===== src/shared/stl_pkg.sv =====
// Package for the transmitter lane settings bank: offsets, field layout,
// reset values, bus answers and state codes.
// Assumes a 32-bit AXI4-Lite register bus and one sticky store per lane.
package stl_pkg;

    // Register map
    localparam int          ADDR_W            = 12;
    localparam logic [11:0] LANE_CTRL0_OFFSET = 12'h000;

    // Field positions within the 32-bit register
    localparam int POS_EQ_LO_DEEMPH  = 10;
    localparam int POS_EQ_HI_DEEMPH  = 12;
    localparam int POS_EQ_LOW_SWING  = 14;
    localparam int POS_COARSE_RATE1  = 16;
    localparam int POS_FINE_RATE1    = 18;
    localparam int POS_COARSE_RATE2  = 21;
    localparam int POS_FINE_RATE2    = 23;
    localparam int POS_SLEW_DISABLE  = 26;
    localparam int POS_AMP_BOOST     = 27;
    localparam int POS_RSV_LO        = 29;

    // Stored slice of the register: bits 28:10
    localparam int STORE_BASE = 10;
    localparam int LANE_W     = 19;

    // Field positions within one lane's store
    localparam int S_EQ_LO   = POS_EQ_LO_DEEMPH - STORE_BASE;
    localparam int S_EQ_HI   = POS_EQ_HI_DEEMPH - STORE_BASE;
    localparam int S_EQ_LS   = POS_EQ_LOW_SWING - STORE_BASE;
    localparam int S_CS1     = POS_COARSE_RATE1 - STORE_BASE;
    localparam int S_FS1     = POS_FINE_RATE1 - STORE_BASE;
    localparam int S_CS2     = POS_COARSE_RATE2 - STORE_BASE;
    localparam int S_FS2     = POS_FINE_RATE2 - STORE_BASE;
    localparam int S_SLEW_DIS = POS_SLEW_DISABLE - STORE_BASE;
    localparam int S_BOOST   = POS_AMP_BOOST - STORE_BASE;

    // Values after fundamental reset
    localparam logic [31:0] LANE_CTRL0_RESET = 32'h0802_1400;
    localparam logic [LANE_W-1:0] LANE_RESET =
        LANE_CTRL0_RESET[STORE_BASE +: LANE_W];

    // Coarse edge-rate codes
    localparam logic [1:0] SLEW_48PS = 2'h0;
    localparam logic [1:0] SLEW_50PS = 2'h1;
    localparam logic [1:0] SLEW_60PS = 2'h2;
    localparam logic [1:0] SLEW_89PS = 2'h3;
    localparam logic [1:0] COARSE_FASTEST = SLEW_48PS;
    localparam logic [2:0] FINE_FASTEST   = 3'h0;

    // Bus answers
    localparam logic [1:0] RESP_OKAY   = 2'h0;
    localparam logic [1:0] RESP_SLVERR = 2'h2;

    typedef enum logic [1:0] {
        RD_IDLE = 2'h0,
        RD_RESP = 2'h1
    } stl_rd_e;

endpackage : stl_pkg


===== src/verilog/stl_lane_store.sv =====
// Per-lane sticky storage of the transmitter lane settings.
// Assumes writes arrive already merged with byte strobes, one lane at a time.
`timescale 1ns/1ps
`default_nettype none

module stl_lane_store #(
    parameter int NUM_LANES = 4
) (
    // Clock and fundamental reset
    input  wire logic                              aclk,
    input  wire logic                              aresetn,
    // Write port
    input  wire logic                              wr_en,
    input  wire logic [3:0]                        wr_lane,
    input  wire logic [stl_pkg::LANE_W-1:0]        wr_value,
    // All lanes
    output logic [NUM_LANES*stl_pkg::LANE_W-1:0]   lanes_flat
);
    import stl_pkg::*;

    // Lane index is four bits wide
    if (NUM_LANES < 1 || NUM_LANES > 16) begin : g_bad_lanes
        $error("NUM_LANES must lie in 1..16");
    end

    logic [LANE_W-1:0] store_ff [NUM_LANES];

    generate
        for (genvar i = 0; i < NUM_LANES; i++) begin : g_lane
            logic [LANE_W-1:0] nxt_store;

            always_comb begin
                nxt_store = store_ff[i];
                if (wr_en && (wr_lane == 4'(i))) begin
                    nxt_store = wr_value;
                end
            end

            // Only the fundamental reset returns the store to LANE_RESET
            always_ff @(posedge aclk) begin
                if (!aresetn) begin
                    store_ff[i] <= LANE_RESET;
                end else begin
                    store_ff[i] <= nxt_store;
                end
            end

            assign lanes_flat[i*LANE_W +: LANE_W] = store_ff[i];

        end
    endgenerate
endmodule : stl_lane_store

`default_nettype wire


===== src/verilog/stl_tx_lane_settings.sv =====
// Transmitter lane settings bank (register bits 31:10) with AXI4-Lite slave
// and per-lane drive of the equalization, slew and boost settings.
// Assumes lane select, de-emphasis select, low-swing enable and the rate
// come from the neighbouring transceiver control logic, synchronous to aclk.
`timescale 1ns/1ps
`default_nettype none

// Behaviour
// - In rate two full swing with the -3.5 dB choice, bits 11:10 (reset 1) set equalization.
// - In rate two full swing with the -6.0 dB choice, bits 13:12 (reset 1) set equalization.
// - With low swing enabled, bits 15:14 (reset 0) set equalization at both rates.
// - Bits 17:16 (reset 2) pick the rate one coarse edge rate: 48, 50, 60 or 89 ps.
// - Bits 20:18 (reset 0) give the rate one fine slew adjustment.
// - Bits 22:21 (reset 0) pick the rate two coarse edge rate with the same coding.
// - Bits 25:23 (reset 0) give the rate two fine slew adjustment.
// - Bit 26 set overrides all slew fields and drives the fastest slew.
// - Bits 28:27 (reset 1) set amplitude boost from none (0) to most (3).
// - A write lands only on the lane picked by the lane select field.
// - Every lane keeps its own programmed settings, selected or not.
// - Bits 31:29 are read-only and read as zero.
module stl_tx_lane_settings #(
    parameter int NUM_LANES = 4
) (
    // Clock and fundamental reset
    input  wire logic                           aclk,
    input  wire logic                           aresetn,
    // AXI4-Lite write address
    input  wire logic                           awvalid,
    output logic                                awready,
    input  wire logic [stl_pkg::ADDR_W-1:0]     awaddr,
    input  wire logic [2:0]                     awprot,
    // AXI4-Lite write data
    input  wire logic                           wvalid,
    output logic                                wready,
    input  wire logic [31:0]                    wdata,
    input  wire logic [3:0]                     wstrb,
    // AXI4-Lite write response
    output logic                                bvalid,
    input  wire logic                           bready,
    output logic [1:0]                          bresp,
    // AXI4-Lite read address
    input  wire logic                           arvalid,
    output logic                                arready,
    input  wire logic [stl_pkg::ADDR_W-1:0]     araddr,
    input  wire logic [2:0]                     arprot,
    // AXI4-Lite read data
    output logic                                rvalid,
    input  wire logic                           rready,
    output logic [31:0]                         rdata,
    output logic [1:0]                          rresp,
    // Transceiver control context
    input  wire logic [3:0]                     lane_select,
    input  wire logic                           deemphasis_select,
    input  wire logic                           low_swing_enable,
    input  wire logic                           rate2_active,
    input  wire logic [2*NUM_LANES-1:0]         eq_rate1_lanes,
    // Per-lane driver settings
    output logic [2*NUM_LANES-1:0]              tx_eq_ff,
    output logic [2*NUM_LANES-1:0]              tx_coarse_slew_ff,
    output logic [3*NUM_LANES-1:0]              tx_fine_slew_ff,
    output logic [2*NUM_LANES-1:0]              tx_amp_boost_ff
);
    import stl_pkg::*;

    // Lane index is four bits wide
    if (NUM_LANES < 1 || NUM_LANES > 16) begin : g_bad_lanes
        $error("NUM_LANES must lie in 1..16");
    end

    // Bus state
    logic                awready_ff, nxt_awready;
    logic                wready_ff, nxt_wready;
    logic                aw_have_ff, nxt_aw_have;
    logic                w_have_ff, nxt_w_have;
    logic [ADDR_W-1:0]   waddr_ff, nxt_waddr;
    logic [31:0]         wdata_ff, nxt_wdata;
    logic [3:0]          wstrb_ff, nxt_wstrb;
    logic                bvalid_ff, nxt_bvalid;
    logic [1:0]          bresp_ff, nxt_bresp;
    stl_rd_e             rd_state_ff, nxt_rd_state;
    logic                arready_ff, nxt_arready;
    logic [31:0]         rdata_ff, nxt_rdata;
    logic [1:0]          rresp_ff, nxt_rresp;

    // Store access
    logic                          wr_en;
    logic [3:0]                    wr_lane;
    logic [LANE_W-1:0]             wr_value;
    logic [NUM_LANES*LANE_W-1:0]   lanes_flat;
    logic [LANE_W-1:0]             wr_old;
    logic [LANE_W-1:0]             rd_lane_val;
    logic [31:0]                   old_word;
    logic [31:0]                   new_word;
    logic                          w_mapped;
    logic                          r_mapped;
    logic                          sel_valid;

    // Five bits so that sixteen lanes still compare correctly
    assign sel_valid = {1'b0, lane_select} < 5'(NUM_LANES);
    assign w_mapped  = waddr_ff[ADDR_W-1:2] == LANE_CTRL0_OFFSET[ADDR_W-1:2];
    assign r_mapped  = araddr[ADDR_W-1:2] == LANE_CTRL0_OFFSET[ADDR_W-1:2];

    always_comb begin
        wr_old      = '0;
        rd_lane_val = '0;
        for (int i = 0; i < NUM_LANES; i++) begin
            if (lane_select == 4'(i)) begin
                wr_old      = lanes_flat[i*LANE_W +: LANE_W];
                rd_lane_val = lanes_flat[i*LANE_W +: LANE_W];
            end
        end
    end

    // Byte strobes merge the write into the selected lane's word
    always_comb begin
        old_word = {3'h0, wr_old, 10'h000};
        new_word = old_word;
        for (int b = 0; b < 4; b++) begin
            if (wstrb_ff[b]) begin
                new_word[b*8 +: 8] = wdata_ff[b*8 +: 8];
            end
        end
        wr_value = new_word[STORE_BASE +: LANE_W];
    end

    assign wr_lane = lane_select;

    // Write channel: address and data taken in either order
    always_comb begin
        nxt_aw_have = aw_have_ff;
        nxt_w_have  = w_have_ff;
        nxt_waddr   = waddr_ff;
        nxt_wdata   = wdata_ff;
        nxt_wstrb   = wstrb_ff;
        nxt_bvalid  = bvalid_ff;
        nxt_bresp   = bresp_ff;
        wr_en       = 1'b0;
        if (awvalid && awready_ff) begin
            nxt_aw_have = 1'b1;
            nxt_waddr   = awaddr;
        end
        if (wvalid && wready_ff) begin
            nxt_w_have = 1'b1;
            nxt_wdata  = wdata;
            nxt_wstrb  = wstrb;
        end
        if (bvalid_ff && bready) begin
            nxt_bvalid = 1'b0;
        end
        if (aw_have_ff && w_have_ff && !bvalid_ff) begin
            wr_en       = w_mapped && sel_valid;
            nxt_aw_have = 1'b0;
            nxt_w_have  = 1'b0;
            nxt_bvalid  = 1'b1;
            nxt_bresp   = w_mapped ? RESP_OKAY : RESP_SLVERR;
        end
        nxt_awready = !nxt_aw_have && !nxt_bvalid;
        nxt_wready  = !nxt_w_have && !nxt_bvalid;
    end

    always_ff @(posedge aclk) begin
        if (!aresetn) begin
            awready_ff <= 1'b0;
            wready_ff  <= 1'b0;
            aw_have_ff <= 1'b0;
            w_have_ff  <= 1'b0;
            waddr_ff   <= '0;
            wdata_ff   <= 32'h0000_0000;
            wstrb_ff   <= 4'h0;
            bvalid_ff  <= 1'b0;
            bresp_ff   <= RESP_OKAY;
        end else begin
            awready_ff <= nxt_awready;
            wready_ff  <= nxt_wready;
            aw_have_ff <= nxt_aw_have;
            w_have_ff  <= nxt_w_have;
            waddr_ff   <= nxt_waddr;
            wdata_ff   <= nxt_wdata;
            wstrb_ff   <= nxt_wstrb;
            bvalid_ff  <= nxt_bvalid;
            bresp_ff   <= nxt_bresp;
        end
    end

    // Read channel
    always_comb begin
        nxt_rd_state = rd_state_ff;
        nxt_rdata    = rdata_ff;
        nxt_rresp    = rresp_ff;
        unique case (rd_state_ff)
            RD_IDLE: begin
                if (arvalid && arready_ff) begin
                    nxt_rd_state = RD_RESP;
                    nxt_rresp    = r_mapped ? RESP_OKAY : RESP_SLVERR;
                    nxt_rdata    = 32'h0000_0000;
                    if (r_mapped && sel_valid) begin
                        // Reserved bits above stay zero
                        nxt_rdata = {3'h0, rd_lane_val, 10'h000};
                    end
                end
            end
            RD_RESP: begin
                if (rready) begin
                    nxt_rd_state = RD_IDLE;
                end
            end
            default: begin
                nxt_rd_state = RD_IDLE;
            end
        endcase
        nxt_arready = nxt_rd_state == RD_IDLE;
    end

    always_ff @(posedge aclk) begin
        if (!aresetn) begin
            rd_state_ff <= RD_IDLE;
            arready_ff  <= 1'b0;
            rdata_ff    <= 32'h0000_0000;
            rresp_ff    <= RESP_OKAY;
        end else begin
            rd_state_ff <= nxt_rd_state;
            arready_ff  <= nxt_arready;
            rdata_ff    <= nxt_rdata;
            rresp_ff    <= nxt_rresp;
        end
    end

    assign awready = awready_ff;
    assign wready  = wready_ff;
    assign bvalid  = bvalid_ff;
    assign bresp   = bresp_ff;
    assign arready = arready_ff;
    assign rvalid  = rd_state_ff == RD_RESP;
    assign rdata   = rdata_ff;
    assign rresp   = rresp_ff;

    stl_lane_store #(
        .NUM_LANES (NUM_LANES)
    ) u_store (
        .aclk       (aclk),
        .aresetn    (aresetn),
        .wr_en      (wr_en),
        .wr_lane    (wr_lane),
        .wr_value   (wr_value),
        .lanes_flat (lanes_flat)
    );

    // Per-lane drive of the analog settings
    generate
        for (genvar i = 0; i < NUM_LANES; i++) begin : g_drive
            logic [LANE_W-1:0] lv;
            logic [1:0]        nxt_eq;
            logic [1:0]        nxt_coarse;
            logic [2:0]        nxt_fine;
            logic [1:0]        nxt_boost;

            assign lv = lanes_flat[i*LANE_W +: LANE_W];

            always_comb begin
                if (low_swing_enable) begin
                    nxt_eq = lv[S_EQ_LS +: 2];
                end else if (!rate2_active) begin
                    nxt_eq = eq_rate1_lanes[2*i +: 2];
                end else if (deemphasis_select) begin
                    nxt_eq = lv[S_EQ_LO +: 2];
                end else begin
                    nxt_eq = lv[S_EQ_HI +: 2];
                end
                if (lv[S_SLEW_DIS]) begin
                    nxt_coarse = COARSE_FASTEST;
                    nxt_fine   = FINE_FASTEST;
                end else if (rate2_active) begin
                    nxt_coarse = lv[S_CS2 +: 2];
                    nxt_fine   = lv[S_FS2 +: 3];
                end else begin
                    nxt_coarse = lv[S_CS1 +: 2];
                    nxt_fine   = lv[S_FS1 +: 3];
                end
                nxt_boost = lv[S_BOOST +: 2];
            end

            always_ff @(posedge aclk) begin
                if (!aresetn) begin
                    tx_eq_ff[2*i +: 2]          <= LANE_RESET[S_EQ_LO +: 2];
                    tx_coarse_slew_ff[2*i +: 2] <= LANE_RESET[S_CS1 +: 2];
                    tx_fine_slew_ff[3*i +: 3]   <= LANE_RESET[S_FS1 +: 3];
                    tx_amp_boost_ff[2*i +: 2]   <= LANE_RESET[S_BOOST +: 2];
                end else begin
                    tx_eq_ff[2*i +: 2]          <= nxt_eq;
                    tx_coarse_slew_ff[2*i +: 2] <= nxt_coarse;
                    tx_fine_slew_ff[3*i +: 3]   <= nxt_fine;
                    tx_amp_boost_ff[2*i +: 2]   <= nxt_boost;
                end
            end
        end
    endgenerate

    logic [LANE_W-1:0] l0;
    assign l0 = lanes_flat[LANE_W-1:0];
endmodule : stl_tx_lane_settings

`default_nettype wire

===== config.mk =====
export PLATFORM = sky130hd
export DESIGN_NAME = stl_tx_lane_settings
export DESIGN_NICKNAME = d
export VERILOG_FILES = /design/src/shared/stl_pkg.sv /design/src/verilog/stl_lane_store.sv /design/src/verilog/stl_tx_lane_settings.sv
export SDC_FILE = /design/constraint.sdc
export NUM_CORES = 1
export LEC_CHECK = 0
export ABC_AREA = 0
export BUFFER_PORTS_ARGS = -buffer_cell sky130_fd_sc_hd__buf_2
export CAP_MARGIN = 15
export CORE_ASPECT_RATIO = 0.6
export CORE_UTILIZATION = 30
export CTS_CLUSTER_SIZE = 30
export DETAILED_ROUTE_END_ITERATION = 8
export PLACE_DENSITY_LB_ADDON = 0.2
export SETUP_SLACK_MARGIN = 0.15
export SYNTH_ARGS = -nofsm -noshare
export SYNTH_HDL_FRONTEND = slang
export SYNTH_SLANG_ARGS = --single-unit

===== constraint.sdc =====
create_clock -name aclk -period 2.8 [get_ports aclk]
set_input_delay 0.42 -clock aclk [delete_from_list [all_inputs] [get_ports aclk]]
set_output_delay 0.42 -clock aclk [all_outputs]
set_load 0.1 [all_outputs]

Word-level counts from Yosys, hierarchy flattened. Memory sizes are Yosys's and may differ from the RTL's. Cells that the tools add are included.

Word-level logic and storage cells: 126. Memories: 1. Register bits: 125. RAM bits: 76. Input port bits: 88. Output and inout port bits: 77.

Memory list: u_store.store_ff (depth 4, width 19, read ports 4, clocked after Yosys merged registers in 0, wr ports 4, RTL line stl_lane_store.sv:26) `logic [LANE_W-1:0] store_ff [NUM_LANES];`.

Equality and inequality tests: 4. Reduce and logical (&&, ||, !) cells: 28. Mux-type cells: 54. Bitwise gates (word level): 5. Order comparisons: 1.

Operators by type and width (number): $mux 19 (12); $mux 2 (24); $mux 29 (1); $logic_not 10->1 (2); $mux 8 (2); $logic_and 1x1->1 (14); $mux 3 (4); $mux 1 (9); $eq 4x2->1 const B (2); $reduce_or 2->1 (4); $mux 5 (1); $eq 4x1->1 const B (1); $logic_not 1->1 (4); $logic_not 2->1 (2); $logic_not 4->1 (1); $lt 4x3->1 const B (1); $or 1x1->1 (4); $pmux 2 s2 (1); $eq 2x1->1 const B (1); $reduce_and 2->1 (1); $not 1->1 (1).

Depth between registers and ports, before layout. Gate-level depths: netlist of run 1.

Depth in word-level cells: 8. Mapped depth: 8. Mapped depth without buffers: 5.

Modules after synthesis. Synthesis of run 1 repeated with hierarchy kept, for this count alone.

Cells, all modules: 757. Area, all modules: 7365.8 um^2.

By module, submodules not included: stl_tx_lane_settings (times used 1, area an instance 4515.6 um^2, sequential area each 1941.9 um^2, cells each 485); stl_lane_store (times used 1, area an instance 2850.2 um^2, sequential area each 1521.5 um^2, cells each 272).

Worst setup path before layout of run 1. No wires, ideal clock.

Path type: reg2reg. Start: reg rd_state_ff[0]. End: reg arready_ff, in the netlist arready. Data arrival time: 2224 ps. Slack: 461 ps. Period minus slack after synthesis: 2339 ps. Required time: 2685 ps. Setup time: 115 ps. Buffers on the path: 0. Cell stages (with the launch flop): 4. Cells stage by stage: dfxtp_1 nor2b_1 a21boi_0 and2_1.

Longest elaborated chain between the ends: 3. Elaborated cells on any way between the ends: 6. Those cells by class: 1 x eq/ne; 3 x mux; 2 x reduce/logical.

Ends and longest elaborated chain: from (decl) (RTL line stl_tx_lane_settings.sv:80) `stl_rd_e rd_state_ff, nxt_rd_state;`; from (signal assigned) (RTL line stl_tx_lane_settings.sv:221) `rd_state_ff <= nxt_rd_state;`; $eq 2x1->1; named net rvalid (RTL line stl_tx_lane_settings.sv:47) `output logic rvalid,`; $pmux 2 s2 (RTL line stl_tx_lane_settings.sv:190) `unique case (rd_state_ff)`; $logic_not 2->1 (RTL line stl_tx_lane_settings.sv:211) `nxt_arready = nxt_rd_state == RD_IDLE;`; to (signal assigned) (RTL line stl_tx_lane_settings.sv:222) `arready_ff <= nxt_arready;`; to (decl) (RTL line stl_tx_lane_settings.sv:81) `logic arready_ff, nxt_arready;`.

The timed path passes the listed nets, and every way through them passes these cells. A chain may end at the register's enable or synchronous reset.

==> flow_metrics.tcl, run 1 <==
set metrics [dict create \
    vias 5905 \
    seq_area_sq_um 3460 \
    vias_per_cell 4.78 \
    drt-initial-drc-count 385 \
    crit_chain "or4_4 -> nor4_4 -> nand3_2 -> buf_12 -> mux2i_1 -> nor2b_1" \
    gr-total-overflow 0 \
    synth_top_area_share_pct 48.1 \
    dr.pass1.iters 5 \
    grt_pass1_wl_um 33200 \
    p_leak_nw 3.78 \
    synth_top_family_by_area "simple AND/OR/NAND/NOR gates" \
    synth_compound_area_share_pct 16.4 \
    dp.final_hpwl_um 15100 \
    grt_pass1_vias 5730 \
    hold_viol_final 0 \
    avgRoutedWirePerCell_um 17.2 \
    maxCapViolCount 0 \
    synth_cell_types 41 \
    antenna_found_initial 2 \
    synthAdderAreaFrac_pct 0 \
    syn_to_final_growth_pct 22.0 \
    io_pins 165 \
    multi_input_area_sq_um 3420 \
    port_buffers 125 \
    irDropWorstVdd_mv 0.408 \
    cts_tree "done" \
    die_area_sq_um 24600 \
    ctsResizeCount 0 \
    start_util_pct 30.9 \
    syn_avg_cell_area_sq_um 9.01 \
    root_buffer "clkbuf_16" \
    drv_slew 0 \
    htreeDepth 4 \
    synth_area_leader_cell "dfxtp_1" \
    cts_made_buffers 17 \
    cts_buffer_depth 2 \
    cp_slowest_cell "or4_4" \
    synth.area.top_cells "dfxtp_1 (48%), mux2i_1 (8.8%), nand2_1 (6.6%)" \
    end_kind "flop" \
    synth_warnings 0 \
    setup-violations-final 0 \
    syn_area_sq_um 7190 \
    synthMuxAreaShare_pct 10.6 \
    hp-class "input pin to flop" \
    rsz0062_at_grt "no" \
    async_flop_share_pct 0 \
    worst-path-max-fanout 25 \
    place_inst 1203 \
    chipWidth_um 202 \
    cellPowerDensity_nw_per_um2 647 \
    antenna_left 0 \
    yosysSeqAreaShare_pct 48.1 \
    num-nets-final 995 \
    yosys.area_share.xor_xnor_pct 0 \
    grt_usage_pct 18.0 \
    cts_setup_buffers 0 \
    path_class "flop to flop" \
    drc 0 \
    synthFlopType "dfxtp_1" \
    tightest_slew_ns 0.645 \
    final_util_pct 37.7 \
    critPathLaunchType "flop" \
    clk_pin_slew_ns 0.07 \
    die_h_um 122 \
    routed_wirelength_um 21300 \
    cts_hold_buf 0 \
    gp_congestion 0.818 \
    clock_skew_ns 0.00734 \
    fin_tns_setup_ns 0 \
    maxSlewHeadroom_pct 57.0 \
    final_layout_size_suffix_gt1_share_pct 22.4 \
    cts.sinks 173 \
    grt_max_degree 47 \
    synth-seq-cells 173 \
    synthSimpleGateAreaFrac_pct 19.4 \
    synth_edf_count 0 \
    synthCells 798 \
    instances_no_fill 1236 \
    arrival_ns 2.51 \
    max_freq_ghz 0.460 \
    min_period_over_period_pct 77.6 \
    hold_ws_ns 0.224 \
    status "complete, no violations" \
    cp_data_required_time_ns 3.14 \
    nFillCells 2442 \
    insertion_delay_ns 0.44 \
    core_sq_um 23300 \
    max_stage_delay_ns 0.56 \
    rows 43 \
    fin_crit_ns 2.17 \
]
[flip-flops by register name, indices dropped and copies added (netlist names)]
register,flops
tx_coarse_slew_ff,8
rd_state_ff,2
rresp,1
u_store.store_ff,76
aw_have_ff,1
tx_fine_slew_ff,12
waddr_ff,10
tx_amp_boost_ff,8
wdata_ff,19
wstrb_ff,3
bvalid,1
wready,1
rdata,19
w_have_ff,1
awready,1
arready,1
bresp,1
tx_eq_ff,8
[cell usage after synthesis, drive strengths merged, types with 2 or more instances]
cell    count
or2         3
nand2     126
and2        8
buf        33
nor2b      40
nand3      38
mux2       12
o211ai     16
o221ai      9
o22ai      12
or4         2
nor4       10
o21ai      50
a22oi       9
mux2i      63
dfxtp     173
nand2b     10
nor2       39
a21boi     44
a21oi      29
nor3       14
inv         4
a211oi      8
clkbuf     39
[power by group]
group	internal, W	switching [W]
clock	0.00156	0.00103
combinational	0.000142	0.000421
sequential	0.00250	0.0000210
[worst max-delay path: cells and delay by family, from the launching register on]
| kind | cells | cell delay [ns] |
|---|---|---|
| buf+inv | 1 | 0.26 |
| mux | 1 | 0.16 |
| simple gates | 4 | 1.34 |
| flops | 1 | 0.31 |
[routing by layer]
layer  GRT usage (%)  wire (um)
met1            25.9      11200
met2            26.3       8790
met3            4.68       1040
met4            5.07        248
met5               0         12
[worst paths after layout]
path	from	endpoint	slack, ns	cells past startpoint
max	waddr_ff[9]$_SDFFE_PN0P_	u_store.store_ff[0][11]$_SDFFE_PN0P_	0.63	6
min	awaddr[4]	waddr_ff[4]$_SDFFE_PN0P_	0.22	3
max reg2reg	waddr_ff[9]$_SDFFE_PN0P_	u_store.store_ff[0][11]$_SDFFE_PN0P_	0.63	6
min reg2reg	rdata[15]$_SDFFE_PN0P_	rdata[15]$_SDFFE_PN0P_	0.45	2
[final cells by class]
class / instances / area share (%)
antenna: 1 / 0.0285
clock buffer: 22 / 5.40
clock inverter: 10 / 1.84
inverter: 5 / 0.214
multi-input combinational: 563 / 39.0
sequential: 173 / 39.5
tap: 315 / 4.49
timing repair buffer: 147 / 9.61
[per-stage QoR]
step           setup WS (ns)  area, sq um  total power (W)
6_report               0.627         8780          0.00568
5_1_grt                0.494         8780          0.00587
4_1_cts                0.600         8770          0.00573
3_5_place_dp           0.494         8140          0.00314
3_3_place_gp           0.580         8140          0.00314
2_1_floorplan          0.461         7250          0.00300
[cells in the final DEF (no fill, tap or decap), types with 3 or more instances in the layout]
cell type / n
dfxtp_1: 173
nand2_1: 126
buf_2: 124
mux2i_1: 63
a21boi_0: 44
nor2b_1: 40
nor2_1: 39
nand3_1: 36
a21oi_1: 29
o21ai_0: 29
o21ai_1: 21
buf_4: 19
clkbuf_16: 17
conb_1: 16
nor3_1: 14
o22ai_1: 12
mux2_2: 12
nand2b_1: 10
o211ai_1: 9
a22oi_1: 9
o221ai_1: 9
nor4_1: 8
and2_1: 8
a211oi_1: 8
o211ai_2: 7
bufinv_16: 4
buf_12: 4
inv_1: 3
or2_2: 3
clkbuf_8: 3
clkinvlp_4: 3
[logic make-up after synthesis]
| kind of cell | count (synthesis) |
|---|---|
| compound gates | 179 |
| buf+inv | 77 |
| mux | 75 |
| simple gates | 293 |
| flops | 173 |
| other cells | 1 |
No activity file was read; power rests on OpenSTA's default activity.
==> run 2, diff against run 1 <==
==> constraint.sdc (replaced) <==
create_clock -name aclk -period 1.9 [get_ports aclk]
set_input_delay 0.285 -clock aclk [delete_from_list [all_inputs] [get_ports aclk]]
set_output_delay 0.285 -clock aclk [all_outputs]
set_load 0.1 [all_outputs]
==> run 2 against run 1 <==
Against the previous run: the flow now finishes with violations (setup timing); combinational power is 60% higher; first-iteration DRC count down 34%; cell count increased by 3.4%; critical endpoint is now u_store.store_ff[1][4]$_SDFFE_PN0P_; cell area up 5.4%; clock power up 32%; highest routed layer unchanged; wire length is 0.80% higher.
==> flow_metrics.tcl, run 2 (synthesis results as in run 1) <==
set metrics [dict create \
    end_kind "flop" \
    dp.final_hpwl_um 15500 \
    gp_congestion 0.814 \
    root_buffer "clkbuf_16" \
    hold_viol_final 0 \
    pwr-share-clk_pct 42.5 \
    hp-class "input pin to flop" \
    core_sq_um 23300 \
    largest_reg_flops 76 \
    top_register "u_store.store_ff" \
    critPathLaunch "waddr_ff[5]$_SDFFE_PN0P_" \
    antenna_found_initial 1 \
    chipWidth_um 202 \
    cts_made_buffers 17 \
    combPwrFrac_pct 11.2 \
    switching_share_pct 26.1 \
    final_util_pct 39.7 \
    min_period_over_period_pct 107 \
    final_layout_size_suffix_gt1_share_pct 28.4 \
    die_h_um 122 \
    worst_slack_ns -0.133 \
    rsz0062_at_grt "yes" \
    fin_area_sq_um 9260 \
    r2r_start "waddr_ff[5]$_SDFFE_PN0P_" \
    grt_usage_pct 18.2 \
    hold_ws_ns 0.0939 \
    multi_input_area_sq_um 3540 \
    syn_to_final_growth_pct 28.7 \
    vias 5982 \
    path_class "flop to flop" \
    pre_cts_slack_ns -0.140 \
    antenna_left 0 \
    avgRoutedWirePerCell_um 16.8 \
    io_pins 165 \
    path_delay_family "simple AND/OR/NAND/NOR gates" \
    mostFrequentLayoutCell "dfxtp_1" \
    cp_slowest_cell "or4_4" \
    seqPwrFrac_pct 46.3 \
    fin_total_pwr_w 0.00804 \
    status "finished with violations" \
    arrival_ns 2.36 \
    cts.sinks 173 \
    max_stage_delay_ns 0.55 \
    crit_chain "or4_4 -> nor4_4 -> buf_4 -> nand3_2 -> buf_12 -> mux2i_1 -> nor2b_1" \
    routed_wirelength_um 21500 \
    htreeDepth 4 \
    dr.pass1.iters 5 \
    start_util_pct 30.9 \
    fin_crit_ns 2.03 \
    grt_pass1_wl_um 33800 \
    seq_area_sq_um 3470 \
    drc 0 \
    p_leak_nw 4.00 \
    cts_tree "done" \
    num-nets-final 1037 \
    switching_power_w 0.00210 \
    drt-initial-drc-count 255 \
    cellPowerDensity_nw_per_um2 868 \
    post_dp_cell_area_sq_um 8560 \
    insertion_delay_ns 0.43 \
    rows 43 \
    min_from "wdata[21]" \
    grt_pass1_vias 5742 \
    violations "setup timing" \
    grt_max_degree 45 \
    maxCapViolCount 0 \
    max_freq_ghz 0.492 \
    irDropWorstVdd_mv 0.587 \
    worst-path-max-fanout 26 \
    mostFrequentLayoutCells "dfxtp_1 (170), buf_2 (124), nand2_1 (113)" \
    drv_slew 0 \
    port_buffers 125 \
    internal_power_w 0.00594 \
    clk_pin_slew_ns 0.06 \
    critical_path_buf_inv_count 2 \
    die_area_sq_um 24600 \
    cts_buffer_depth 2 \
    clock_skew_ns 0.00884 \
    nFillCells 2352 \
    gr-total-overflow 0 \
    vias_per_cell 4.68 \
    setup-violations-final 53 \
    critPathLaunchType "flop" \
    cp_data_required_time_ns 2.22 \
]
[run 2: changes by cell type in the layout (fill, tap and decap cells not counted), sizes merged]
cell / delta
buf: +41
clkbuf: +3
clkinv: +3
clkinvlp: -3
bufinv: -2
[run 2: worst register-to-register path, delay by kind of cell (launching register included)]
kind	cells	cell delay, ns
muxes	1	0.16
and+or+nand+nor	4	1.07
buffers and inverters	2	0.39
DFF	1	0.31
[run 2: what timing repair did]
item | CTS | global route
hold buffers | 0 | 0
pin swaps | 1 | 3
resized for setup | 4 | 20
setup buffers | 1 | 2
setup endpoints to repair | 76 | 79
cloned | 0 | 1
hold endpoints to repair | 0 | 0
[run 2: worst paths after layout]
kind	endpoint	slack (ns)	cells past startpoint
hold / removal	wdata_ff[21]$_SDFFE_PN0P_	0.09	3
setup reg to reg	u_store.store_ff[1][4]$_SDFFE_PN0P_	-0.13	7
setup / recovery	u_store.store_ff[1][4]$_SDFFE_PN0P_	-0.13	7
hold reg to reg	rdata[15]$_SDFFE_PN0P_	0.45	2
[run 2: through the flow]
step / setup TNS, ns / cells
3_5_place_dp: -3.92 / 1241
6_report: -3.61 / 1278
5_1_grt: -8.65 / 1277
4_1_cts: -3.86 / 1274
2_1_floorplan: -1.30 / 813
3_3_place_gp: -3.31 / 1241
[run 2: cell type report]
cell class	count	share of cell area [%]
Clock buffer	24	5.10
Antenna cell	1	0.0270
Tap cell	315	4.26
Timing Repair Buffer	189	13.7
Clock inverter	8	0.973
Inverter	5	0.203
Multi-Input combinational cell	563	38.3
Sequential cell	173	37.5
[run 2: layer usage]
metal	share of wire (%)	GRT usage (%)	vias to the layer above
met5	0.061	0	-
met4	1.1	4.78	2
met3	4.9	4.44	20
met2	40	25.6	140
met1	53	27.2	2764
li1	-	-	3056
[run 2: power by group through the flow]
stage	sequential, W	combinational (W)	clock [W]
6_report	0.00372	0.000898	0.00342
5_1_grt	0.00372	0.000961	0.00370
4_1_cts	0.00372	0.000898	0.00352
3_5_place_dp	0.00380	0.000891	0
3_3_place_gp	0.00380	0.000891	0
2_1_floorplan	0.00395	0.000479	0
